`src/include/dpgpio_pkg.sv`:
```
/*
  Constants, register map and carrier types for the dual port gpio module.
  Assumes an APB master on the same clock and a pin multiplexer outside.
*/
// Function
// [RQ1] The module is an APB slave and every data and direction register is reached over it.
// [RQ2] Ports A to J are seven 8-bit ports, two 7-bit ports (D, F) and one 6-bit port (B).
// [RQ3] Every port but J has per-pin direction control, and port J only samples its pins.
// [RQ4] Offsets are first data 0x00, second data 0x04, first direction 0x08, second direction 0x0C.
// [RQ5] In the module with the input-only port, offset 0x0C is reserved and has no register.
// [RQ6] Data register bits drive the pins whose direction bit is 1, and other pins are not driven.
// [RQ7] A data read returns the last written value for bits set as outputs.
// [RQ8] A data read returns the present pin level for bits set as inputs.
// [RQ9] A direction bit of 1 makes its pin an output and 0 makes it an input.
// [RQ10] System reset clears all data and direction registers, so all pins start as inputs.
// [RQ11] A direction bit controls its pin only while the multiplexer selects the gpio function.
// [RQ12] The first port implements bits 7:0 and reads bits 31:8 as zero.
// [RQ13] A 6-pin port implements only bits 5:0, and bits 31:6 read as zero.
// [RQ14] Input pin levels pass a two-flop synchroniser before they reach the read data path.
package dpgpio_pkg;

  localparam int unsigned DPGPIO_AW   = 4;
  localparam int unsigned DPGPIO_DW   = 32;
  localparam int unsigned DPGPIO_PW   = 8;

  // register offsets within one module
  localparam logic [DPGPIO_AW-1:0] DPGPIO_FIRST_DATA_OFS  = 4'h0;
  localparam logic [DPGPIO_AW-1:0] DPGPIO_SECOND_DATA_OFS = 4'h4;
  localparam logic [DPGPIO_AW-1:0] DPGPIO_FIRST_DIR_OFS   = 4'h8;
  localparam logic [DPGPIO_AW-1:0] DPGPIO_SECOND_DIR_OFS  = 4'hc;

  localparam logic [DPGPIO_PW-1:0] DPGPIO_PORT_RST = 8'h00;
  localparam logic [DPGPIO_DW-1:0] DPGPIO_RD_ZERO  = 32'h0000_0000;

  // port widths A..J
  localparam int unsigned DPGPIO_W_A = 8;
  localparam int unsigned DPGPIO_W_B = 6;
  localparam int unsigned DPGPIO_W_C = 8;
  localparam int unsigned DPGPIO_W_D = 7;
  localparam int unsigned DPGPIO_W_E = 8;
  localparam int unsigned DPGPIO_W_F = 7;
  localparam int unsigned DPGPIO_W_G = 8;
  localparam int unsigned DPGPIO_W_H = 8;
  localparam int unsigned DPGPIO_W_I = 8;
  localparam int unsigned DPGPIO_W_J = 8;

  // apb request as seen by the slave
  typedef struct packed {
    logic                 psel;
    logic                 penable;
    logic                 pwrite;
    logic [DPGPIO_AW-1:0] paddr;
    logic [DPGPIO_DW-1:0] pwdata;
  } dpgpio_apb_req_t;

  // one port's pin drive: level and enable
  typedef struct packed {
    logic [DPGPIO_PW-1:0] level;
    logic [DPGPIO_PW-1:0] oe;
  } dpgpio_pin_drv_t;

endpackage : dpgpio_pkg

```
`src/logic/dpgpio_module.sv`:
```
/*
  Dual port gpio module: apb slave with two ports and four register words.
  Assumes a zero-wait apb master on mclk_i and an external pin multiplexer
  giving one alternate-function select bit per pin.
*/
`timescale 1ns/1ns
`default_nettype none
module dpgpio_module
  import dpgpio_pkg::*;
#(
  parameter int unsigned FIRST_W      = DPGPIO_W_A, // RQ2
  parameter int unsigned SECOND_W     = DPGPIO_W_B, // RQ2
  parameter bit          SECOND_INPUT = 1'b0
)(
  input  wire logic                     mclk_i,
  input  wire logic                     srst_i,
  input  wire dpgpio_pkg::dpgpio_apb_req_t apb_i,
  output var  logic [DPGPIO_DW-1:0]     prdata_o,
  output var  logic                     pready_o,
  output var  logic                     pslverr_o,
  input  wire logic [DPGPIO_PW-1:0]     first_port_pins_i,
  input  wire logic [DPGPIO_PW-1:0]     second_port_pins_i,
  input  wire logic [DPGPIO_PW-1:0]     first_alt_sel_i,
  input  wire logic [DPGPIO_PW-1:0]     second_alt_sel_i,
  output var  dpgpio_pkg::dpgpio_pin_drv_t first_port_pins_o,
  output var  dpgpio_pkg::dpgpio_pin_drv_t second_port_pins_o
);
  import dpgpio_pkg::*;

  logic                 wr_acc;
  logic                 setup;
  logic [DPGPIO_PW-1:0] first_rd;
  logic [DPGPIO_PW-1:0] second_rd;
  logic [DPGPIO_PW-1:0] first_dir;
  logic [DPGPIO_PW-1:0] second_dir;
  logic [DPGPIO_DW-1:0] rd_d;

  // writes land in the access phase
  assign wr_acc = apb_i.psel && apb_i.penable && apb_i.pwrite; // RQ1
  assign setup  = apb_i.psel && !apb_i.penable;

  dpgpio_port #(
    .WIDTH   (FIRST_W),
    .HAS_DIR (1'b1)
  ) u_first (
    .mclk_i    (mclk_i),
    .srst_i    (srst_i),
    .data_we_i (wr_acc && apb_i.paddr == DPGPIO_FIRST_DATA_OFS), // RQ4
    .dir_we_i  (wr_acc && apb_i.paddr == DPGPIO_FIRST_DIR_OFS),
    .wdata_i   (apb_i.pwdata[DPGPIO_PW-1:0]),
    .pin_i     (first_port_pins_i),
    .alt_sel_i (first_alt_sel_i),
    .rdata_o   (first_rd),
    .dir_o     (first_dir),
    .drv_o     (first_port_pins_o)
  );

  // input-only second port gets no direction register
  dpgpio_port #(
    .WIDTH   (SECOND_W),
    .HAS_DIR (!SECOND_INPUT)
  ) u_second (
    .mclk_i    (mclk_i),
    .srst_i    (srst_i),
    .data_we_i (wr_acc && apb_i.paddr == DPGPIO_SECOND_DATA_OFS),
    .dir_we_i  (wr_acc && apb_i.paddr == DPGPIO_SECOND_DIR_OFS), // RQ5 RQ3
    .wdata_i   (apb_i.pwdata[DPGPIO_PW-1:0]),
    .pin_i     (second_port_pins_i),
    .alt_sel_i (second_alt_sel_i),
    .rdata_o   (second_rd),
    .dir_o     (second_dir),
    .drv_o     (second_port_pins_o)
  );

  // read decode; reserved and unmapped words read zero
  always_comb
  begin
    rd_d = DPGPIO_RD_ZERO;
    case (apb_i.paddr)
      DPGPIO_FIRST_DATA_OFS:  rd_d = {24'h00_0000, first_rd}; // RQ12
      DPGPIO_SECOND_DATA_OFS: rd_d = {24'h00_0000, second_rd};
      DPGPIO_FIRST_DIR_OFS:   rd_d = {24'h00_0000, first_dir};
      DPGPIO_SECOND_DIR_OFS:  rd_d = SECOND_INPUT ? DPGPIO_RD_ZERO
                                                  : {24'h00_0000, second_dir}; // RQ5
      default:                rd_d = DPGPIO_RD_ZERO;
    endcase
  end

  // read data captured in setup, shown in the access phase; one wait-free answer
  always_ff @(posedge mclk_i)
  begin
    if (srst_i)
      prdata_o <= DPGPIO_RD_ZERO;
    else if (setup && !apb_i.pwrite)
      prdata_o <= rd_d; // RQ1
  end

  // ready is registered so it stands only in the access phase
  always_ff @(posedge mclk_i)
  begin
    if (srst_i)
      pready_o <= 1'b0;
    else
      pready_o <= setup;
  end

  // no error cases in this block
  always_ff @(posedge mclk_i)
  begin
    if (srst_i)
      pslverr_o <= 1'b0;
    else
      pslverr_o <= 1'b0;
  end
endmodule : dpgpio_module
`default_nettype wire

```
`src/logic/dpgpio_port.sv`:
```
/*
  One gpio port: data and direction registers, pin synchroniser, read value.
  Assumes register strobes from the apb decode on the same clock.
*/
`timescale 1ns/1ns
`default_nettype none
module dpgpio_port
  import dpgpio_pkg::*;
#(
  parameter int unsigned WIDTH     = 8,
  parameter bit          HAS_DIR   = 1'b1
)(
  input  wire logic                     mclk_i,
  input  wire logic                     srst_i,
  input  wire logic                     data_we_i,
  input  wire logic                     dir_we_i,
  input  wire logic [DPGPIO_PW-1:0]     wdata_i,
  input  wire logic [DPGPIO_PW-1:0]     pin_i,
  input  wire logic [DPGPIO_PW-1:0]     alt_sel_i,
  output var  logic [DPGPIO_PW-1:0]     rdata_o,
  output var  logic [DPGPIO_PW-1:0]     dir_o,
  output var  dpgpio_pkg::dpgpio_pin_drv_t drv_o
);

  // per-port pin count; bits above it never store and read zero
  localparam logic [DPGPIO_PW-1:0] IMPL_MASK = DPGPIO_PW'((1 << WIDTH) - 1); // RQ2 RQ13

  logic [DPGPIO_PW-1:0] data_q;
  logic [DPGPIO_PW-1:0] dir_q;
  logic [DPGPIO_PW-1:0] sync1_q;
  logic [DPGPIO_PW-1:0] sync2_q;

  // data register, unimplemented bits never store
  always_ff @(posedge mclk_i)
  begin
    if (srst_i)
      data_q <= DPGPIO_PORT_RST; // RQ10
    else if (data_we_i)
      data_q <= wdata_i & IMPL_MASK; // RQ12 RQ13
  end

  // direction register, absent on the input-only port
  always_ff @(posedge mclk_i)
  begin
    if (srst_i)
      dir_q <= DPGPIO_PORT_RST; // RQ10
    else if (dir_we_i && HAS_DIR)
      dir_q <= wdata_i & IMPL_MASK; // RQ9 RQ3
  end

  // two flops before any logic sees a pin
  always_ff @(posedge mclk_i)
  begin
    if (srst_i)
    begin
      sync1_q <= DPGPIO_PORT_RST;
      sync2_q <= DPGPIO_PORT_RST;
    end
    else
    begin
      sync1_q <= pin_i; // RQ14
      sync2_q <= sync1_q;
    end
  end

  // pin drive registered so top outputs come from flops; alt function wins
  always_ff @(posedge mclk_i)
  begin
    if (srst_i)
      drv_o <= '0;
    else
    begin
      drv_o.level <= data_q;
      drv_o.oe    <= dir_q & ~alt_sel_i; // RQ6 RQ11
    end
  end

  // read mux per bit: output bits show the register, inputs the pin
  assign rdata_o = ((dir_q & data_q) | (~dir_q & sync2_q)) & IMPL_MASK; // RQ7 RQ8 RQ13
  assign dir_o   = dir_q;
endmodule : dpgpio_port
`default_nettype wire

```
`config.mk`:
```
export PLATFORM = sky130hd
export DESIGN_NAME = dpgpio_module
export DESIGN_NICKNAME = d
export VERILOG_FILES = /design/src/include/dpgpio_pkg.sv /design/src/logic/dpgpio_module.sv /design/src/logic/dpgpio_port.sv
export SDC_FILE = /design/constraint.sdc
export NUM_CORES = 1
export LEC_CHECK = 0
export BUFFER_PORTS_ARGS = -buffer_cell sky130_fd_sc_hd__buf_2
export CAP_MARGIN = 25
export CORE_ASPECT_RATIO = 0.5
export CORE_MARGIN = 8
export CORE_UTILIZATION = 45
export CTS_BUF_LIST = sky130_fd_sc_hd__clkbuf_2 sky130_fd_sc_hd__clkbuf_4 sky130_fd_sc_hd__clkbuf_8
export DETAILED_ROUTE_END_ITERATION = 8
export GPL_TIMING_DRIVEN = 0
export HOLD_SLACK_MARGIN = 0.08
export PLACE_DENSITY = 0.75
export SYNTH_ARGS = -nofsm -noshare
export SYNTH_HDL_FRONTEND = slang
export SYNTH_HIERARCHICAL = 1
export SYNTH_SLANG_ARGS = --single-unit
```
`constraint.sdc`:
```
create_clock -name mclk_i -period 1.29 [get_ports mclk_i]
set_input_delay 0.0645 -clock mclk_i [delete_from_list [all_inputs] [get_ports mclk_i]]
set_output_delay 0.0645 -clock mclk_i [all_outputs]
set_load 0.01 [all_outputs]
```
==> flow_summary.toml, run 1 <==
[global_routing]
grtUsageTotal = 0.149
antenna_found_initial = 0
grt_pass1_wl_um = 13300
grt_max_degree = 15
grt-ovfl-total = 0
grt_pass1_vias = 2706

[final_layout]
synthToLayoutAreaGrowth_pct = 36.3
layout-drive-gt1-share = 0.386
final_core_util = 0.623
diodes = 0
final_common_cell = "buf_2"
n_fill_cell = 630
most-common-layout-cells = "buf_2, dfxtp_1, mux2i_1, buf_4, nor2b_1"
finalNetCount = 554
finalNonFillerCells = 597
regArea_um2 = 1880
multiInputGateArea_um2 = 1450

[run_status]
outcome = "finished clean"

[routing]
wl_per_cell_um = 13.7
wl_um = 8160
post-route-drc-count = 0
drt_iter0_markers = 116
drtAntennaViolNets = 0
avgViaCountPerCell = 4.27
vias = 2549
dr.pass1.iters = 5

[timing]
setup_slack_ns = 0.0124
tightest_slew_ns = 0.796
fin_skew_ns = 0.00597
post-route-min-period_ns = 1.28
hold_viol = 0
tns_ns = 0
slew-limit-headroom = 0.469
max_freq_mhz = 783
setup_viol = 0
finalCritPeriodShare = 0.990
rsz0062_at_grt = "false"
final_max_slew_viol_count = 0

[cts]
numCtsBuffers = 9
clock_path_buffers = 2
root_buffer = "clkbuf_8"
clkSinkCount = 93
cts_tree = "done"
htreeDepth = 3
clk_pin_slew_ns = 0.09
clock_latency_ns = 0.35

[synthesis]
yosysTopAreaCellShare = 0.519
ys_ff_latch = 93
ys_async_sr_fraction = 0
synth_edf_count = 0
ys_types = 22
yosys.area.top_type = "dfxtp_1"
syn_inst = 319
yosysWarnings = 6
synth.top_cells.by_area = "dfxtp_1, mux2i_1, buf_4"
synth-main-ff-cell = "dfxtp_1"
ys_seq_area_frac = 0.519
synth_area_um2 = 3590
synth.avg_cell_area_um2 = 11.2

[floorplan]
core_area_um2 = 7860
die_y_um = 79.1
start_util = 0.457
rows = 23
die_area_um2 = 11300
die_width_um = 142
ioPinCount = 139

[placed_design]
dp_cells = 542
dpl_worst_slack_ns = -0.0690
hpwl_um = 5990
gp_congestion = 0.745
numPortBuffers = 80

[worst_setup_path]
endpoint = "prdata_o[5]"
r2r_cells = 4
crit_required_ns = 1.54
ff2ff_setup_slack_ns = 0.01
startpoint = "u_second/dir_o[5]"
path_cells = "mux2_2 > mux2i_1 > o22ai_1 > a22o_1"
reg2reg_to = "prdata_o[5]"
endpoint_kind = "flop"
crit_slowest_cell = "dfxtp_2"
critical_path_buf_inv_count = 0
r2r-start = "u_second/dir_o[5]"
cp_slowest_stage_delay_ns = 0.36
worstSetupStartpointType = "flop"
crit_cells = 4
worstPathArrival_ns = 1.53
cp_max_fo = 3
setup.worst_path.class = "reg2reg"
crit_family = "multiplexers"

[power_and_ir_drop]
peakVddDrop_mv = 0.519
leakagePower_nw = 2.22
powerDensity_nw_per_um2 = 1140

[worst_hold_path]
worst_hold_startpoint = "srst_i"
hold_path.class = "in2reg"

[flow_run]
maxCapViolCount = 0
-- cell type report --
class / instances / area share
well taps: 112 / 0.0286
flip-flops and latches: 93 / 0.385
repair buffers: 120 / 0.163
plain buffers: 51 / 0.0801
clock inverters: 3 / 0.0141
multi-input cells: 204 / 0.296
clock buffers: 12 / 0.0325
inverters: 2 / 0.00153
-- per-stage QoR --
| step | cell area (µm²) | total power [mW] | hold slack (ns) |
|---|---|---|---|
| CTS | 4860 | 5.63 | 0.136 |
| floorplan | 3700 | 3.27 | 0.134 |
| global route | 4890 | 5.79 | 0.162 |
| finish | 4890 | 5.58 | 0.147 |
| detailed placement | 4250 | 3.40 | 0.231 |
| global placement | 4250 | 3.39 | 0.224 |
-- timing repair --
| action | CTS | global route |
|---|---|---|
| endpoints found under the setup margin | 2 | 8 |
| resized for setup | 4 | 12 |
| hold buffers | 38 | 0 |
| endpoints found under the hold margin | 57 | 0 |
| buffers inserted | 0 | 2 |
-- worst min path at each step --
stage,endpoint,slack (ns),cells after the start
floorplan,u_first/drv_o[3],0.13,1
global placement,u_first/drv_o[2],0.22,2
detailed placement,u_first/drv_o[1],0.23,2
CTS,u_second/sync2_q[5],0.14,3
global route,u_first/drv_o[9],0.16,3
finish,u_first/drv_o[11],0.15,3
-- per-layer routing --
metal	GRT usage	routed length, µm
met1	0.178	3740
met2	0.245	3740
met3	0.0520	583
met4	0.0542	85
met5	0	0
-- kinds of logic after synthesis --
logic type      synth area share
compound gates            0.0366
mux                        0.167
flops                      0.519
other cells              0.00209
buf+inv                    0.111
simple gates               0.165
-- synthesized netlist by cell type (4+ instances only) --
master and number:
dfxtp_1 93, mux2i_1 44, nor2b_1 42, buf_4 40, nor2_1 30, mux2_2 14, nor3b_2 10, a22o_1 8
o22ai_1 7, buf_6 6, nor3_1 5, nor3b_1 5, buf_2 4
-- report_power, final --
part           total [mW]  switching (mW)  internal (mW)
registers            2.92          0.0125           2.91
clock network        2.15           0.938           1.21
logic               0.507           0.226          0.281
-- flip-flops by register name, indices dropped and copies added, names as in the netlist --
signal / flops
pready_o: 1
u_first/sync1_q: 8
u_second/dir_o: 6
u_first/dir_o: 8
u_second/drv_o: 12
u_first/data_q: 8
u_second/data_q: 6
prdata_o: 8
u_second/sync2_q: 6
u_first/sync2_q: 8
u_second/sync1_q: 6
u_first/drv_o: 16
-- worst min-delay path, stage by stage --
cell	delay, ns
buf_2	0.17
buf_6	0.17
nor2b_1	0.05
Power figures use the tool's default switching activity.
==> run 2, diff against run 1 <==
CORE_ASPECT_RATIO = not set   (was 0.5)
SETUP_SLACK_MARGIN = 0.3   (was not set)
==> flow_summary.toml, run 2 (synthesized netlist as in run 1, its figures left out) <==
[timing]
post-route-min-period_ns = 1.20
fin_skew_ns = 0.0105
slew-limit-headroom = 0.462
tightest_slew_ns = 0.807
hold_viol = 0
rsz0062_at_grt = "true"
finalCritPeriodShare = 0.927
final_max_slew_viol_count = 0
max_freq_mhz = 836
setup_viol = 0

[worst_setup_path]
cp_slowest_stage_delay_ns = 0.36
cp_max_fo = 2
worstPathArrival_ns = 1.45
setup.worst_path.class = "reg2reg"
path_cells = "mux2_4 > mux2i_1 > o22ai_1 > a22o_1"
endpoint_kind = "flop"
crit_family = "multiplexers"
crit_slowest_cell = "dfxtp_4"
critical_path_buf_inv_count = 0
crit_required_ns = 1.54
worstSetupStartpointType = "flop"

[cts]
htreeDepth = 3
numCtsBuffers = 9
clkSinkCount = 93
root_buffer = "clkbuf_8"
clk_pin_slew_ns = 0.09
clock_path_buffers = 2
cts_tree = "done"
clock_latency_ns = 0.37

[final_layout]
largest_reg_flops = 16
reg_top3 = "u_first/drv_o: 16 flops, u_second/drv_o: 12 flops"
layout-drive-gt1-share = 0.413
finalNonFillerCells = 603
n_fill_cell = 614
finalNetCount = 569
synthToLayoutAreaGrowth_pct = 41.7
most-common-layout-cells = "buf_2, dfxtp_1, buf_4, mux2i_1, nor2b_1"
final_core_util = 0.658
top_register = "u_first/drv_o"
diodes = 0
final_common_cell = "buf_2"

[floorplan]
die_width_um = 105
core_area_um2 = 7730
start_util = 0.464
ioPinCount = 139
die_y_um = 105
rows = 32
die_area_um2 = 11100

[power_and_ir_drop]
powerDensity_nw_per_um2 = 1060
peakVddDrop_mv = 0.583
p_seq_frac = 0.542
p_int_mw = 4.11
leakagePower_nw = 2.31
combPwrFrac = 0.101
swShare = 0.236
power_mw = 5.38
p_switching_mw = 1.27
clockPowerShare = 0.357

[flow_run]
maxCapViolCount = 0

[global_routing]
grt_max_degree = 17
grtUsageTotal = 0.161
antenna_found_initial = 0
grt_pass1_wl_um = 14200
grt_pass1_vias = 2834
grt-ovfl-total = 0

[routing]
drt_iter0_markers = 124
post-route-drc-count = 0
wl_um = 8890
avgViaCountPerCell = 4.49
drtAntennaViolNets = 0
dr.pass1.iters = 4
vias = 2708
wl_per_cell_um = 14.7

[placed_design]
gp_congestion = 0.809
dp_cells = 532
hpwl_um = 6090
numPortBuffers = 80

[worst_hold_path]
hold_path.class = "in2reg"

[run_status]
outcome = "finished clean"
-- run 2: timing repair --
action                                  in CTS  in global routing
hold buffers                                39                  0
gates resized for setup                      6                  0
endpoints found under the hold margin       57                  0
setup buffers                               14                  2
pin swaps                                    7                  3
endpoints found under the setup margin       8                 36
-- run 2: metrics by stage --
stage                     hold slack [ns]  TNS [ns]  cell area [µm²]  worst slack [ns]
final                               0.134         0             5080            0.0945
after global routing                0.159         0             5080            0.0671
after CTS                           0.124         0             5070            0.0992
after detailed placement            0.228    -0.790             4360           -0.0627
after global placement              0.225         0             4360            0.0146
after floorplan                     0.134         0             3830             0.156
-- run 2: layout make-up --
class	instances	area, µm²	area share
clock buffer	9	124	0.0244
inverter	2	10.0	0.00197
buffer	51	417	0.0820
tap	102	128	0.0251
multi-input combinational	204	1520	0.300
clock inverter	7	76.3	0.0150
sequential	93	1890	0.373
timing repair buffer	135	911	0.179
-- run 2: worst register-to-register path, stage by stage (launching register included) --
cell     delay, ns
dfxtp_4       0.36
mux2_4        0.31
mux2i_1       0.14
o22ai_1       0.09
a22o_1        0.19
-- run 2: power groups by stage --
| stage | logic, mW | clock network [mW] | registers, mW |
|---|---|---|---|
| 2_1_floorplan | 0.299 | 0 | 2.99 |
| 3_3_place_gp | 0.429 | 0 | 2.99 |
| 3_5_place_dp | 0.436 | 0 | 3.00 |
| 4_1_cts | 0.532 | 1.97 | 2.92 |
| 5_1_grt | 0.584 | 2.08 | 2.92 |
| 6_report | 0.542 | 1.92 | 2.92 |
-- run 2: path summary, 6_finish.rpt --
| path | start | slack [ns] | endpoint | depth (start not counted) |
|---|---|---|---|---|
| worst min register to register | u_first/sync1_q[1] | 0.44 | u_first/sync2_q[1] | 1 |
| worst min-delay path | srst_i | 0.13 | u_second/sync2_q[5] | 3 |
| worst max register to register | u_second/dir_o[1] | 0.09 | prdata_o[1] | 4 |
| worst max-delay path | u_second/dir_o[1] | 0.09 | prdata_o[1] | 4 |
-- run 2: routing by layer --
metal,part of all wire,track usage,vias to the layer above
li1,-,-,1351
met1,0.43,0.176,1260
met2,0.50,0.277,80
met3,0.055,0.0493,17
met4,0.023,0.0836,0
met5,0,0,-
